`config.mk`:
```
export PLATFORM = sky130hd
export DESIGN_NAME = tsbm_top
export DESIGN_NICKNAME = d
export VERILOG_FILES = /design/src/rtl/tsbm_pkg.sv /design/src/rtl/tsbm_top.sv
export SDC_FILE = /design/constraint.sdc
export NUM_CORES = 1
export LEC_CHECK = 0
export BUFFER_PORTS_ARGS = -buffer_cell sky130_fd_sc_hd__buf_2
export CAP_MARGIN = 20
export CORE_MARGIN = 4
export CORE_UTILIZATION = 45
export CTS_CLUSTER_SIZE = 16
export DETAILED_ROUTE_END_ITERATION = 12
export PLACE_DENSITY_LB_ADDON = 0.12
export SLEW_MARGIN = 15
export SYNTH_ARGS = -nofsm -noshare
export SYNTH_HDL_FRONTEND = slang
export SYNTH_SLANG_ARGS = --single-unit
```
`constraint.sdc`:
```
create_clock -name CLK -period 4.2 [get_ports CLK]
set_input_delay 0 -clock CLK [delete_from_list [all_inputs] [get_ports CLK]]
set_output_delay 0 -clock CLK [all_outputs]
set_load 0.01 [all_outputs]
```
`src/rtl/tsbm_pkg.sv`:
```
/*
 package of the transport slave-bus motion block: register map, resets,
 timing counts and the carrier structs. assumes a 200 MHz system clock.
*/
// Contract
// - no self stop at end marker on-line
// - load point blocks new rewind commands
// - rewind reaching load point sets forward
// - forward onto load point clears forward, rewind
// - load point status only when attached
// - no ring: refuse writes, report write lock
// - solenoid holds write enable until unload
// - one controller, eight units, one attached
// - three-bit select code matched to plug number
// - unattached unit drives nothing, ignores bus
// - seven-track low, end point, rewind status
// - ready only when idle and not settling
// - set pulse sets forward, reverse or rewind
// - write plus rewind off-line, write energizes heads
// - presets driven while delay preset enabled
// - erase forward off load point extends 80 ms
// - speed reached enables write strobe
// - motion continues until stop or failure
// - rewind ignores stop, flags status change
// - motion clear resets all motion flip-flops
// - ready only while tape is loaded
package tsbm_pkg;
    localparam logic [7:0] TSBM_CTRL_OFS = 8'h00;
    localparam logic [7:0] TSBM_STAT_OFS = 8'h04;
    localparam logic [7:0] TSBM_PFWD_OFS = 8'h08;
    localparam logic [7:0] TSBM_PREV_OFS = 8'h0C;
    localparam logic [7:0] TSBM_PBOT_OFS = 8'h10;
    localparam int TSBM_CTRL_LOCAL_BIT = 0;
    localparam int TSBM_CTRL_UNIT_LSB = 4;
    localparam int TSBM_PRESET_W = 14;
    localparam logic TSBM_LOCAL_RST = 1'b1;
    localparam logic [2:0] TSBM_UNIT_RST = 3'h0;
    localparam logic [13:0] TSBM_PRESET_RST = 14'h0000;
    localparam real TSBM_CLK_NS = 5.0;
    localparam real TSBM_SETTLE_MS = 13.5;
    localparam int TSBM_SETTLE_CYC = $rtoi(TSBM_SETTLE_MS * 1.0e6 / TSBM_CLK_NS);
    localparam real TSBM_EXT_GAP_MS = 80.0;
    localparam real TSBM_BPI_CLK_KHZ = 36.0;
    localparam logic [13:0] TSBM_EXT_GAP_CNT = 14'($rtoi(TSBM_EXT_GAP_MS * TSBM_BPI_CLK_KHZ));

    typedef struct packed {
        logic [2:0] sel;
        logic motion_set_pulse;
        logic cmd_fwd;
        logic cmd_rev;
        logic rewind_command_line;
        logic cmd_write;
        logic cmd_erase;
        logic stop;
        logic delay_preset_enable;
        logic speed_reached;
    } tsbm_bus_in_s;

    typedef struct packed {
        logic load_point_mark;
        logic end_mark;
        logic ring_present;
        logic medium_loaded;
        logic failure;
    } tsbm_sense_s;

    typedef struct packed {
        logic seven_track_flag;
        logic load_point_flag;
        logic end_point_flag;
        logic write_locked_flag;
        logic rewind_status_flag;
        logic settling_flag;
        logic unit_ready_flag;
        logic unit_status_change;
    } tsbm_bus_out_s;

    typedef struct packed {
        logic ahead;
        logic backward;
        logic rewinding;
        logic head_energize;
        logic write_strobe_en;
        logic lock_solenoid;
        logic select_lamp;
        logic off_line;
    } tsbm_drive_s;
endpackage

```
`src/rtl/tsbm_top.sv`:
```
/*
 transport side of the shared slave bus: selection, status, motion flip-flops,
 write enable, write lock and motion-delay presets, with an APB register slave.
 assumes all slave-bus and sensor inputs are asynchronous to CLK.
*/
// Design decisions made here: the APB slave port and the address map.
`timescale 1ns/100ps
module tsbm_top #(
    parameter int SETTLE_CYC = tsbm_pkg::TSBM_SETTLE_CYC
) (
    input wire logic CLK,
    input wire logic ARST_N,
    input wire logic [7:0] PADDR,
    input wire logic PSEL,
    input wire logic PENABLE,
    input wire logic PWRITE,
    input wire logic [31:0] PWDATA,
    output logic [31:0] PRDATA,
    output logic PREADY,
    output logic PSLVERR,
    input wire tsbm_pkg::tsbm_bus_in_s SB_IN,
    input wire tsbm_pkg::tsbm_sense_s SENSE_IN,
    output tsbm_pkg::tsbm_bus_out_s SB_OUT,
    output logic SB_OE,
    output logic [13:0] PRESET_DATA,
    output logic PRESET_OE,
    output tsbm_pkg::tsbm_drive_s DRIVE_OUT
);
    import tsbm_pkg::*;

    localparam int SW = $bits(tsbm_bus_in_s) + $bits(tsbm_sense_s);

    logic [SW-1:0] sync1;
    logic [SW-1:0] sync2;
    tsbm_bus_in_s sb;
    tsbm_sense_s sn;
    wire [SW-1:0] pin_in = {SENSE_IN, SB_IN};

    // two-flop synchronisers on every slave-bus and sensor input
    genvar gi;
    generate
        for (gi = 0; gi < SW; gi = gi + 1) begin : g_sync
            always_ff @(posedge CLK or negedge ARST_N) begin
                if (!ARST_N) begin
                    sync1[gi] <= 1'b0;
                    sync2[gi] <= 1'b0;
                end else begin
                    sync1[gi] <= pin_in[gi];
                    sync2[gi] <= sync1[gi];
                end
            end
        end
    endgenerate
    assign sb = sync2[$bits(tsbm_bus_in_s)-1:0];
    assign sn = sync2[SW-1:$bits(tsbm_bus_in_s)];

    logic local_ff;
    logic [2:0] unit_plug_number;
    logic [13:0] preset_fwd;
    logic [13:0] preset_rev;
    logic [13:0] preset_bot;
    logic ahead_motion_ff;
    logic backward_motion_ff;
    logic rewind_status_ff;
    logic head_energize_ff;
    logic end_point_ff;
    logic lock_engaged;
    logic set_d;
    logic lp_d;
    logic rws_d;
    logic [31:0] settle_cnt;

    // attach on select match while on-line
    wire attached = !local_ff && (sb.sel == unit_plug_number);
    wire set_rise = sb.motion_set_pulse && !set_d;
    wire lp_rise = sn.load_point_mark && !lp_d;
    wire write_enabled = sn.ring_present || lock_engaged;
    wire write_locked = !write_enabled;
    // write on a locked reel refuses the whole command
    wire set_ev = set_rise && attached && sn.medium_loaded
        && !(sb.cmd_write && write_locked);
    wire go_local_pulse = set_ev && sb.cmd_write && sb.rewind_command_line;
    wire head_energize_set = set_ev && sb.cmd_write && !sb.rewind_command_line;
    // stop is ignored once rewinding; failure always halts
    wire motion_clear = (attached && sb.stop && !rewind_status_ff) || sn.failure;
    wire running = ahead_motion_ff || backward_motion_ff || rewind_status_ff || local_ff;
    wire settle_zero = (settle_cnt == 32'h0000_0000);
    wire settling = !running && !settle_zero;
    wire unit_ready = !running && settle_zero && sn.medium_loaded;
    wire rewind_done = rws_d && !rewind_status_ff;

    logic next_ahead;
    logic next_backward;
    logic next_rws;

    always_comb begin
        next_ahead = ahead_motion_ff;
        next_backward = backward_motion_ff;
        next_rws = rewind_status_ff;
        if (motion_clear) begin
            next_ahead = 1'b0;
            next_backward = 1'b0;
            next_rws = 1'b0;
        end else if (lp_rise && ahead_motion_ff) begin
            next_ahead = 1'b0;
            next_rws = 1'b0;
        end else if (lp_rise && rewind_status_ff) begin
            next_ahead = 1'b1;
        end else if (set_ev) begin
            if (sb.cmd_fwd) begin
                next_ahead = 1'b1;
            end
            if (sb.cmd_rev) begin
                next_backward = 1'b1;
            end
            if (sb.rewind_command_line && !sb.cmd_write && !sn.load_point_mark) begin
                next_rws = 1'b1;
            end
        end
    end

    // end marker only latches a flag, motion is left running
    always_ff @(posedge CLK or negedge ARST_N) begin
        if (!ARST_N) begin
            ahead_motion_ff <= 1'b0;
            backward_motion_ff <= 1'b0;
            rewind_status_ff <= 1'b0;
            end_point_ff <= 1'b0;
            set_d <= 1'b0;
            lp_d <= 1'b0;
            rws_d <= 1'b0;
        end else begin
            ahead_motion_ff <= next_ahead;
            backward_motion_ff <= next_backward;
            rewind_status_ff <= next_rws;
            set_d <= sb.motion_set_pulse;
            lp_d <= sn.load_point_mark;
            rws_d <= rewind_status_ff;
            if (sn.end_mark) begin
                end_point_ff <= 1'b1;
            end else if (rewind_status_ff || backward_motion_ff) begin
                end_point_ff <= 1'b0;
            end
        end
    end

    // settle timer restarts while running, heads drop once motion has ceased and the settle count is zero
    always_ff @(posedge CLK or negedge ARST_N) begin
        if (!ARST_N) begin
            settle_cnt <= 32'h0000_0000;
            head_energize_ff <= 1'b0;
            lock_engaged <= 1'b0;
        end else begin
            if (running) begin
                settle_cnt <= 32'(SETTLE_CYC);
            end else if (!settle_zero) begin
                settle_cnt <= settle_cnt - 32'h0000_0001;
            end
            if (head_energize_set) begin
                head_energize_ff <= 1'b1;
            end else if (!running && settle_zero) begin
                head_energize_ff <= 1'b0;
            end
            lock_engaged <= sn.medium_loaded && (lock_engaged || sn.ring_present);
        end
    end

    // motion-delay preset, lowered by TSBM_EXT_GAP_CNT to lengthen the delay for an extended erase gap
    wire [13:0] base_preset = sb.cmd_rev ? preset_rev
        : (sn.load_point_mark ? preset_bot : preset_fwd);
    wire ext_gap = sb.cmd_erase && sb.cmd_fwd && !sn.load_point_mark;
    wire [13:0] preset_val = ext_gap ? base_preset - TSBM_EXT_GAP_CNT : base_preset;

    always_ff @(posedge CLK or negedge ARST_N) begin
        if (!ARST_N) begin
            SB_OUT <= '0;
            SB_OE <= 1'b0;
            PRESET_DATA <= 14'h0000;
            PRESET_OE <= 1'b0;
            DRIVE_OUT <= '0;
        end else begin
            SB_OE <= attached;
            SB_OUT.seven_track_flag <= 1'b0;
            SB_OUT.load_point_flag <= attached && sn.load_point_mark;
            SB_OUT.end_point_flag <= attached && end_point_ff;
            SB_OUT.write_locked_flag <= attached && write_locked;
            SB_OUT.rewind_status_flag <= attached && rewind_status_ff;
            SB_OUT.settling_flag <= attached && settling;
            SB_OUT.unit_ready_flag <= attached && unit_ready;
            SB_OUT.unit_status_change <= attached && rewind_done;
            PRESET_OE <= attached && sb.delay_preset_enable;
            PRESET_DATA <= (attached && sb.delay_preset_enable) ? preset_val : 14'h0000;
            DRIVE_OUT.ahead <= ahead_motion_ff;
            DRIVE_OUT.backward <= backward_motion_ff || (rewind_status_ff && !ahead_motion_ff);
            DRIVE_OUT.rewinding <= rewind_status_ff;
            DRIVE_OUT.head_energize <= head_energize_ff;
            DRIVE_OUT.write_strobe_en <= attached && head_energize_ff && sb.speed_reached;
            DRIVE_OUT.lock_solenoid <= lock_engaged;
            DRIVE_OUT.select_lamp <= attached;
            DRIVE_OUT.off_line <= local_ff;
        end
    end

    // apb slave, zero wait states
    wire sel_ctrl = (PADDR == TSBM_CTRL_OFS);
    wire sel_stat = (PADDR == TSBM_STAT_OFS);
    wire sel_pfwd = (PADDR == TSBM_PFWD_OFS);
    wire sel_prev = (PADDR == TSBM_PREV_OFS);
    wire sel_pbot = (PADDR == TSBM_PBOT_OFS);
    wire mapped = sel_ctrl || sel_stat || sel_pfwd || sel_prev || sel_pbot;
    wire access = PSEL && PENABLE;
    wire wr = access && PWRITE && mapped;
    wire [31:0] ctrl_word = {25'h0, unit_plug_number, 3'h0, local_ff};
    wire [31:0] stat_word = {20'h0, attached, lock_engaged, head_energize_ff, unit_ready,
        settling, write_locked, end_point_ff, sn.load_point_mark, rewind_status_ff,
        backward_motion_ff, ahead_motion_ff, sn.medium_loaded};
    wire [31:0] rd_mux = sel_ctrl ? ctrl_word
        : sel_stat ? stat_word
        : sel_pfwd ? {18'h0, preset_fwd}
        : sel_prev ? {18'h0, preset_rev}
        : sel_pbot ? {18'h0, preset_bot}
        : 32'h0000_0000;

    assign PREADY = 1'b1;
    assign PSLVERR = access && !mapped;

    always_ff @(posedge CLK or negedge ARST_N) begin
        if (!ARST_N) begin
            PRDATA <= 32'h0000_0000;
            local_ff <= TSBM_LOCAL_RST;
            unit_plug_number <= TSBM_UNIT_RST;
            preset_fwd <= TSBM_PRESET_RST;
            preset_rev <= TSBM_PRESET_RST;
            preset_bot <= TSBM_PRESET_RST;
        end else begin
            if (PSEL && !PENABLE) begin
                PRDATA <= rd_mux;
            end
            // hardware go-local wins over a software clear
            if (go_local_pulse) begin
                local_ff <= 1'b1;
            end else if (wr && sel_ctrl) begin
                local_ff <= PWDATA[TSBM_CTRL_LOCAL_BIT];
            end
            if (wr && sel_ctrl) begin
                unit_plug_number <= PWDATA[TSBM_CTRL_UNIT_LSB +: 3];
            end
            if (wr && sel_pfwd) begin
                preset_fwd <= PWDATA[TSBM_PRESET_W-1:0];
            end
            if (wr && sel_prev) begin
                preset_rev <= PWDATA[TSBM_PRESET_W-1:0];
            end
            if (wr && sel_pbot) begin
                preset_bot <= PWDATA[TSBM_PRESET_W-1:0];
            end
        end
    end

    a_eot_keeps_moving: assert property (@(posedge CLK) disable iff (!ARST_N)
        ahead_motion_ff && !motion_clear && !lp_rise |=> ahead_motion_ff)
        else $error("forward motion stopped without stop or load point");
    a_lp_no_rewind: assert property (@(posedge CLK) disable iff (!ARST_N)
        set_ev && sb.rewind_command_line && sn.load_point_mark && !rewind_status_ff
        |=> !rewind_status_ff)
        else $error("rewind accepted at load point");
    a_rewind_turns: assert property (@(posedge CLK) disable iff (!ARST_N)
        rewind_status_ff && !ahead_motion_ff && lp_rise && !motion_clear
        |=> ahead_motion_ff && rewind_status_ff)
        else $error("rewind into load point did not set forward");
    a_fwd_lp_clear: assert property (@(posedge CLK) disable iff (!ARST_N)
        ahead_motion_ff && lp_rise |=> !ahead_motion_ff && !rewind_status_ff)
        else $error("forward onto load point not cleared");
    a_lp_status: assert property (@(posedge CLK) disable iff (!ARST_N)
        ##1 SB_OUT.load_point_flag == $past(attached && sn.load_point_mark))
        else $error("load point status wrong");
    a_wlock_refuse: assert property (@(posedge CLK) disable iff (!ARST_N)
        $rose(head_energize_ff) |-> $past(write_enabled))
        else $error("heads energized on a locked reel");
    a_detached_quiet: assert property (@(posedge CLK) disable iff (!ARST_N)
        !attached |=> !SB_OE && !PRESET_OE && SB_OUT == '0)
        else $error("unattached unit drives the bus");
    a_ready_idle: assert property (@(posedge CLK) disable iff (!ARST_N)
        SB_OUT.unit_ready_flag |-> !SB_OUT.settling_flag && $past(!running && settle_zero))
        else $error("ready while busy or settling");
    a_rewind_ignores: assert property (@(posedge CLK) disable iff (!ARST_N)
        rewind_status_ff && sb.stop && !sn.failure && !lp_rise |=> rewind_status_ff)
        else $error("stop ended a rewind");
    a_motion_clear: assert property (@(posedge CLK) disable iff (!ARST_N)
        motion_clear |=> !ahead_motion_ff && !backward_motion_ff && !rewind_status_ff)
        else $error("motion clear left a motion flip-flop set");
endmodule

```
Word level (Yosys, flattened, before mapping)
Cells that the tools add are included.
{ "totals": {"ff_bits": 182, "in_bits": 62, "word_cells": 191} }
{ "op_classes": {"add_sub_neg": 2, "n_eq_ne": 9, "mux": 32, "n_reduce_logical": 82} }
{ "op_table": {"columns": ["cell", "count"], "rows": [
  ["$mux W14", 9],
  ["$mux W32", 2],
  ["$logic_and A1 B1 Y1", 43],
  ["$logic_not A32 Y1", 1],
  ["$sub A32 B1 Y32 const B", 1],
  ["$mux W1", 21],
  ["$eq A8 B4 Y1 const B", 2],
  ["$logic_not A1 Y1", 14],
  ["$sub A14 B12 Y14 const B", 1],
  ["$logic_or A1 B1 Y1", 11],
  ["$reduce_bool A2 Y1", 5],
  ["$eq A8 B3 Y1 const B", 1],
  ["$eq A8 B5 Y1 const B", 1],
  ["$logic_not A8 Y1", 1],
  ["$reduce_bool A4 Y1", 2],
  ["$ne A2 B2 Y1 const B", 3],
  ["$reduce_bool A3 Y1", 2],
  ["$reduce_and A4 Y1", 1],
  ["$eq A3 B3 Y1", 1],
  ["$ne A3 B3 Y1 const B", 1],
  ["$reduce_and A3 Y1", 1],
  ["$reduce_and A2 Y1", 1]
]} }

Depth between registers and ports, before layout
Gate-level depths: netlist of the first run.
{ "depth": {"depth_word": 9, "mapped_depth": 9, "ltp_nobuf": 7} }

Worst setup path before layout of the first run
OpenSTA, ideal clock, no wires.
{ "synth_path": {"path_kind": "register -> register", "from": "register settle_cnt[0]", "to": "register PRDATA[8]", "setup_time_ns": 0.103, "t_arrival_ns": 2.117, "setup_slack_ns": 1.979, "path_stages_with_launch": 9, "path_buffers": 1, "path_cell_list": "dfrtp_1 inv_1 ha_1 or4b_4 nor3_4 and4_1 buf_6 nand2_4 o41ai_2"} }
{ "synth_via": {"elab_chain_cells": 5} }
{ "synth_lines": {"columns": ["element", "line_no", "rtl"], "rows": [
  ["start, declared", "tsbm_top.sv:71", "logic [31:0] settle_cnt;"],
  ["start signal, assigned", "tsbm_top.sv:155", "settle_cnt <= 32'(SETTLE_CYC);"],
  ["start signal, assigned", "tsbm_top.sv:157", "settle_cnt <= settle_cnt - 32'h0000_0001;"],
  ["$logic_not A32 Y1", "tsbm_top.sv:87", "wire settle_zero = (settle_cnt == 32'h0000_0000);"],
  ["$logic_and A1 B1 Y1 (2 in a row)", "tsbm_top.sv:89", "wire unit_ready = !running && settle_zero && sn.medium_loaded;"],
  ["$mux W14", "tsbm_top.sv:218", ": sel_stat ? stat_word"],
  ["$mux W14", "tsbm_top.sv:217", "wire [31:0] rd_mux = sel_ctrl ? ctrl_word"],
  ["end signal, assigned", "tsbm_top.sv:237", "PRDATA <= rd_mux;"],
  ["end, declared", "tsbm_top.sv:18", "output logic [31:0] PRDATA,"]
]} }
Every way passes these cells.
A chain may end at the register's enable or synchronous reset.

Worst setup path after layout of the first run
{ "layout_path": {"from": "register settle_cnt[0]", "to": "register settle_cnt[7]"} }
{ "layout_via": {"elab_chain_cells": 3, "word_cells_on_any_way": 5, "cone_classes": "add/sub (1); eq/ne (1); mux (2); reduce/logical (1)"} }
{ "layout_lines": {"columns": ["element", "line_no", "rtl"], "rows": [
  ["$sub A32 B1 Y32", "tsbm_top.sv:157", null],
  ["$mux W32", "tsbm_top.sv:156", "end else if (!settle_zero) begin"],
  ["$mux W32", "tsbm_top.sv:154", "if (running) begin"]
]} }
Several ways; a longest one is shown, not always the timed one. The select of a mux whose other input is x is not followed.

==> impl_metrics.toml, run 1 <==
[status]
status = "complete, no violations"

[grt]
grt_pass1_wl_um = 29500
grt_overflow = 0
grt_max_degree = 103
antenna_found_initial = 0
grt_pass1_vias = 5470
track_usage = 0.206

[pwr]
vdd_drop_max_mv = 0.295
p_leak_nw = 4.17
cellPowerDensity_nw_per_um2 = 381

[synth]
synthTopCellsByArea = "dfrtp_1 55%, mux2_2 7.2%, nor2_1 3.4%"
synth_edf_count = 0
synthTopCellsByCount = "163 x dfrtp_1, 68 x nor2_1, 48 x mux2_2"
synth_top_area_share = 0.546
ys.flop_type = "dfrtp_1"
ys_seq_area_frac = 0.550
syn_area_um2 = 7470
async_flop_share = 1.00
synth_area_leader_cell = "dfrtp_1"
synth_cell_types = 66
syn_avg_cell_area_um2 = 11.0
synthCells = 680
synth_most_common_cell = "dfrtp_1"
ys.warnings.count = 0
ys_ff_latch = 164

[die]
die_area_um2 = 18700
initial_core_util = 0.465
chipWidth_um = 137
row_count = 46
design.core.area_um2 = 16100
die_h_um = 137
ios = 128

[timing]
finalSetupTns_ps = 0
setup_viol = 0
max_clock_freq_mhz = 321
clock_skew_ps = 11.4
tightest_slew_ps = 1110
slew_violations = 0
finalCritPeriodShare = 0.743
rsz0062_at_grt = "no"
hold_viol_final = 0
layout_min_cycle_time_ps = 3120
maxSlewHeadroom = 0.254

[detailed_routing]
drc = 0
first_pass_iters = 5
ant_nets = 0
drt_iter0_markers = 472
wl_per_cell_um = 18.0
vias_per_cell = 5.46
wirelength_um = 18400
num_vias = 5560

[worst_setup_path]
arrival_ps = 3470
cp-end-kind = "flip-flop"
reg2reg_depth = 7
crit_fanout = 21
r2r-start = "settle_cnt[0]"
crit_type = "flip-flop to flip-flop"
crit_required_ps = 4550
crit_path_start_kind = "flip-flop"
critPathLaunch = "settle_cnt[0]"

[cells_and_area]
fin_nets = 854
antenna_cells = 0
fin_util = 0.557
nFillCells = 1373
fin_cells = 1019
area_growth_pct = 19.8
drive_above_1_share = 0.252
design_area_um2 = 8950

[placement]
post-place-cells = 954
dpl-instance-area_um2 = 8010
numPortBuffers = 89
place_hpwl_um = 12500
gp_congestion = 0.851

[cts]
clock_latency_ps = 440
cts.clk_slew.worst_paths_ps = 70
h-tree-depth = 4
clock_path_buffers = 2
cts_root_buf = "clkbuf_16"
cts_buffers = 17
cts.repair.resized = 0
postCtsSetupRepairBufs = 0
cts_tree = "done"
cts.sinks = 164
ctsHoldBuffers = 32

[worst_hold_path]
hp-start = "PADDR[4]"
hold_depth = 3
hold_path_class = "input pin to flip-flop"

[flow_run]
cap_violations = 0
[critical path, cell delays in order (launching register included)]
cell and delay [ps]:
dfrtp_1 410, inv_1 100, ha_1 220, or4b_4 540, nor3_4 310, nand4_1 750
and4_1 530, o21ai_0 170
[metal layers]
metal | GRT usage | part of all wire | up-vias
met2 | 0.321 | 0.47 | 155
met3 | 0.0489 | 0.051 | 26
met1 | 0.289 | 0.47 | 2755
met5 | 0 | 0 | -
li1 | - | - | 2624
met4 | 0.0610 | 0.014 | 0
[final timing paths]
kind | slack, ps | to
setup / recovery | 1080 | settle_cnt[7]
hold / removal | 60 | PRDATA[13]
setup reg to reg | 1080 | settle_cnt[7]
hold reg to reg | 350 | sb[11]
max in group asynchronous | 2940 | sn[0]
min in group asynchronous | 240 | PRESET_DATA[10]
[through the flow]
step,worst slack (ps),power [W],hold WS [ps]
6_report,1080,0.00341,64.3
3_3_place_gp,1280,0.00181,107
3_5_place_dp,1150,0.00182,109
2_1_floorplan,1980,0.00174,-296
4_1_cts,1120,0.00344,28.3
5_1_grt,839,0.00355,76.6
[final cells by class]
class | instances | area [um^2] | share of cell area
sequential | 164 | 4110 | 0.459
timing repair buffer | 130 | 847 | 0.0946
tap | 216 | 270 | 0.0302
clock buffer | 19 | 453 | 0.0506
multi-input combinational | 465 | 3070 | 0.343
inverter | 12 | 45.0 | 0.00503
clock inverter | 13 | 158 | 0.0176
[cell families after synthesis]
group | share of synthesized area
other cells | 0.00101
compound gates | 0.117
xor+xnor | 0.0129
buf+inv | 0.0492
simple gates | 0.168
flops | 0.550
fa+ha+maj | 0.00335
mux | 0.0992
[state kept, by name, summed over array words and instances (netlist names)]
register / flops
lock_engaged: 1
PRESET_DATA: 14
ahead_motion_ff: 1
sb: 12
preset_rev: 14
preset_fwd: 14
settle_cnt: 32
DRIVE_OUT: 8
end_point_ff: 1
head_energize_ff: 1
rewind_status_ff: 1
local_ff: 1
PRDATA: 14
backward_motion_ff: 1
SB_OUT: 7
set_d: 1
unit_plug_number: 3
PRESET_OE: 1
lp_d: 1
sync1: 17
sn: 5
preset_bot: 14
[power by group]
group          switching, W  internal, W
combinational      0.000113    0.0000702
sequential        0.0000189      0.00161
clock              0.000713     0.000885
total              0.000846      0.00256
[cells in the final DEF (no fill, tap or decap), types with 5 or more instances in the layout]
cell | netlist | layout
conb_1 | 2 | 20
or4_1 | 5 | 5
nor2b_1 | 8 | 7
a31oi_1 | 6 | 6
a211oi_1 | 5 | 5
o31ai_1 | 11 | 11
dfrtp_1 | 163 | 163
or3_1 | 12 | 12
inv_1 | 12 | 12
nor4_1 | 10 | 9
o41ai_1 | 10 | 10
a21oi_1 | 47 | 47
dlygate4sd3_1 | 0 | 32
and2_1 | 7 | 7
nor2_1 | 68 | 68
mux2i_1 | 20 | 20
nand2b_1 | 10 | 10
and3_1 | 8 | 8
buf_4 | 24 | 8
o21ai_1 | 6 | 6
mux2_2 | 48 | 48
clkbuf_16 | 0 | 17
xor2_1 | 7 | 7
inv_8 | 0 | 6
o21ai_0 | 21 | 21
buf_2 | 3 | 88
nor3_1 | 19 | 19
nand3_1 | 9 | 9
nand2_1 | 39 | 39
nand4_1 | 5 | 5
No activity file was read; power rests on OpenSTA's default activity.
==> inputs of run 2 (changes only) <==
Clock period 4.2 ns to 3.1 ns, I/O delays scaled along.
==> impl_metrics.toml, run 2 (synthesis results as in run 1) <==
[status]
status = "complete, no violations"

[detailed_routing]
num_vias = 5498
ant_nets = 0
wirelength_um = 18300
wl_per_cell_um = 17.9
first_pass_iters = 5
drc = 0
drt_iter0_markers = 422
vias_per_cell = 5.37

[placement]
place_hpwl_um = 12600
gp_congestion = 0.842
place_ws_ps = 634
numPortBuffers = 89

[timing]
hold_viol_final = 0
maxSlewHeadroom = 0.298
finalSetupTns_ps = 0
fin_ws_ps = 621
rsz0062_at_grt = "no"
slew_violations = 0
clock_skew_ps = 9.90
setup_viol = 0
fin_hold_ws_ps = 85.2
layout_min_cycle_time_ps = 2480
max_clock_freq_mhz = 403
finalCritPeriodShare = 0.800
tightest_slew_ps = 1050

[cells_and_area]
final_cell_mix = "163 x dfrtp_1, 88 x buf_2, 68 x nor2_1"
reg_top3 = "settle_cnt: 32 flops, sync1: 17 flops"
layout_commonest_cell = "dfrtp_1"
antenna_cells = 0
multi_input_area_um2 = 3070
area_growth_pct = 19.8
nFillCells = 1440
fin_nets = 859
regMostFlops = "settle_cnt"
seqCellArea_um2 = 4110
drive_above_1_share = 0.254
largest_register_ffs = 32
fin_util = 0.557

[pwr]
switching_power_w = 0.00110
p_int_w = 0.00337
cellPowerDensity_nw_per_um2 = 499
vdd_drop_max_mv = 0.380
p_leak_nw = 4.17
comb_power_share = 0.056
p_sw_frac = 0.246
clock_power_share = 0.452
p_seq_frac = 0.492

[worst_setup_path]
crit_type = "flip-flop to flip-flop"
rrSetupSlack_ps = 620
path_cells = "inv_1, ha_1, or4b_4, nor3_4, and4_1, buf_4, nand2_4, o41ai_2"
crit_required_ps = 3420
cp-end-kind = "flip-flop"
r2r-start = "settle_cnt[0]"
arrival_ps = 2800
slowest_stage = "or4b_4"
crit_fanout = 8
crit_path_start_kind = "flip-flop"
slowest_delay_ps = 540
r2r-end = "PRDATA[8]"
reg2reg_depth = 8

[cts]
clock_path_buffers = 2
cts.repair.resized = 0
cts_root_buf = "clkbuf_16"
clock_latency_ps = 430
cts_tree = "done"
cts.clk_slew.worst_paths_ps = 70
cts.sinks = 164
h-tree-depth = 4
cts_buffers = 17

[grt]
grt_pass1_wl_um = 30000
grt_max_degree = 115
grt_pass1_vias = 5606
track_usage = 0.210
antenna_found_initial = 0
grt_overflow = 0

[die]
design.core.area_um2 = 16100
die_area_um2 = 18700
chipWidth_um = 137
die_h_um = 137
row_count = 46
ios = 128
initial_core_util = 0.465

[flow_run]
cap_violations = 0

[worst_hold_path]
hold_path_class = "input pin to asynchronous set/reset pin"
## run 2: changes by cell type in the layout (fill, tap and decap cells not counted), sizes merged
cell	change
buf	+5
bufinv	-1
clkbuf	+1
clkinvlp	+2
inv	-2
## run 2: worst max path at each step
stage	slack [ps]	cells past startpoint	to	startpoint
2_1_floorplan	880	8	PRDATA[8]	settle_cnt[0]
5_1_grt	450	8	PRDATA[8]	settle_cnt[0]
3_5_place_dp	630	8	PRDATA[8]	settle_cnt[0]
4_1_cts	620	8	PRDATA[8]	settle_cnt[0]
6_report	620	8	PRDATA[8]	settle_cnt[0]
3_3_place_gp	720	8	PRDATA[8]	settle_cnt[0]
## run 2: worst max-delay path: cells and delay by family (launching register included)
kind	cells	cell delay, ps
AOI/OAI and AO/OA	1	290
adders and majority gates	1	230
DFF	1	400
buffers and inverters	2	280
and+or+nand+nor	4	1180
## run 2: layer usage
layer / track usage / part of all wire / up-vias
met4: 0.0549 / 0.011 / 0
met2: 0.323 / 0.47 / 168
li1: - / - / 2616
met5: 0 / 0 / -
met1: 0.301 / 0.47 / 2694
met3: 0.0478 / 0.055 / 20
## run 2: what timing repair did
action | CTS | global route
buffers inserted | 0 | 0
hold endpoints to repair | 113 | 0
hold buffers | 32 | 0
setup endpoints to repair | 0 | 0
## run 2: through the flow
stage	total power, W	std cells	instance area, um^2
2_1_floorplan	0.00236	698	7540
3_3_place_gp	0.00246	960	8060
3_5_place_dp	0.00246	960	8060
4_1_cts	0.00452	1024	8950
5_1_grt	0.00466	1024	8950
6_report	0.00447	1024	8950
## run 2: layout make-up
type | count | area share
inverters | 12 | 0.00503
well taps | 216 | 0.0302
clock inverters | 12 | 0.0123
clock buffers | 20 | 0.0510
multi-input cells | 465 | 0.343
flip-flops and latches | 164 | 0.459
repair buffers | 135 | 0.0994
## run 2: power by group through the flow
stage	sequential, W	clock (W)	combinational (W)
floorplan	0.00223	0	0.000127
global placement	0.00224	0	0.000217
detailed placement	0.00224	0	0.000222
CTS	0.00220	0.00207	0.000254
global route	0.00220	0.00217	0.000281
finish	0.00220	0.00202	0.000251
==> inputs of run 3 (changes only) <==
Clock period 3.1 ns to 2.28 ns, I/O delays scaled along.
==> impl_metrics.toml, run 3 (synthesis results as in run 1) <==
[cts]
cts.sinks = 164
clock_path_buffers = 2
h-tree-depth = 4
cts.clk_slew.worst_paths_ps = 80
clock_latency_ps = 440
cts_root_buf = "clkbuf_16"
cts_buffers = 17
cts_tree = "done"

[grt]
grt_pass1_wl_um = 30500
grt_pass1_vias = 5710
grt_overflow = 0
antenna_found_initial = 0
track_usage = 0.212
grt_max_degree = 59

[worst_setup_path]
arrival_ps = 2560
cp-end-kind = "flip-flop"
crit_required_ps = 2640
crit_fanout = 4
crit_type = "flip-flop to flip-flop"
crit_path_start_kind = "flip-flop"
slowest_delay_ps = 500
slowest_stage = "or4b_4"
path_cells = "inv_2, ha_4, or4b_4, nor3_4, buf_4, nand4_2, or4_1, a21oi_1"

[worst_hold_path]
hold_path_class = "input pin to flip-flop"

[placement]
place_ws_ps = -9.66
numPortBuffers = 89
dpl-instance-area_um2 = 8330
place_hpwl_um = 13200
post-place-cells = 993
gp_congestion = 0.836

[cells_and_area]
multi_input_area_um2 = 3130
final_cell_mix = "163 x dfrtp_1, 88 x buf_2, 68 x nor2_1"
fin_cells = 1066
fin_nets = 901
area_growth_pct = 25.9
nFillCells = 1338
largest_register_ffs = 32
drive_above_1_share = 0.306
regMostFlops = "settle_cnt"
layout_commonest_cell = "dfrtp_1"
antenna_cells = 0
seqCellArea_um2 = 4110
design_area_um2 = 9400
reg_top3 = "settle_cnt: 32 flops, sync1: 17 flops"

[die]
die_area_um2 = 18700
die_h_um = 137
ios = 128
design.core.area_um2 = 16100
initial_core_util = 0.465
chipWidth_um = 137
row_count = 46

[timing]
max_clock_freq_mhz = 455
fin_ws_ps = 81.7
setup_viol = 0
maxSlewHeadroom = 0.521
finalSetupTns_ps = 0
fin_hold_ws_ps = 54.9
clock_skew_ps = 15.3
tightest_slew_ps = 718
hold_viol_final = 0
layout_min_cycle_time_ps = 2200
finalCritPeriodShare = 0.964
rsz0062_at_grt = "yes"
slew_violations = 0

[detailed_routing]
first_pass_iters = 4
vias_per_cell = 5.43
drt_iter0_markers = 386
drc = 0
wl_per_cell_um = 18.0
wirelength_um = 19200
ant_nets = 0
num_vias = 5784

[pwr]
vdd_drop_max_mv = 0.551
p_leak_nw = 4.41
cellPowerDensity_nw_per_um2 = 659

[status]
status = "complete, no violations"

[flow_run]
cap_violations = 0
-- run 3: per-stage QoR --
step	util	power, W
final	0.585	0.00619
after global routing	0.585	0.00645
after CTS	0.576	0.00626
after detailed placement	0.519	0.00336
after global placement	0.519	0.00336
after floorplan	-	0.00321
-- run 3: what timing repair did --
action	in CTS	in global routing
cloned	0	1
setup buffers	0	8
hold endpoints to repair	119	0
pin swaps	1	3
hold buffers	32	0
setup endpoints to repair	1	15
resized for setup	2	15
-- run 3: final timing paths --
check	startpoint	to	slack (ps)	cells past startpoint
worst max register to register	settle_cnt[0]	settle_cnt[26]	80	8
min in group asynchronous	ARST_N	PRESET_DATA[11]	110	2
worst min register to register	sync1[1]	sb[1]	350	0
worst min-delay path	PADDR[5]	PRDATA[12]	50	5
max in group asynchronous	ARST_N	local_ff	1420	3
worst max-delay path	settle_cnt[0]	settle_cnt[26]	80	8
-- run 3: layout make-up --
| cell class | count | area share |
|---|---|---|
| clock inverter | 14 | 0.0165 |
| sequential | 164 | 0.437 |
| inverter | 12 | 0.00479 |
| tap | 216 | 0.0287 |
| multi-input combinational | 465 | 0.333 |
| clock buffer | 18 | 0.0467 |
| timing repair buffer | 177 | 0.133 |
-- run 3: critical path: cells and delay by family (launching register included) --
kind                       cells  cell delay (ps)
DFF                            1              390
buffers and inverters          2              240
AOI/OAI and AO/OA              1              150
and+or+nand+nor                4             1210
adders and majority gates      1              130
-- run 3: power breakdown --
part           switching, W  leakage (nW)  internal (W)
combinational      0.000221          1.99      0.000143
sequential        0.0000315          2.14       0.00296
clock               0.00134         0.289       0.00150
-- run 3: metal layers --
layer  vias up  global-route usage  wire, um
met1      2882               0.301      9180
met5         -                   0         0
li1       2718                   -         -
met3        22              0.0426       850
met2       162               0.332      8830
met4         0              0.0621       308
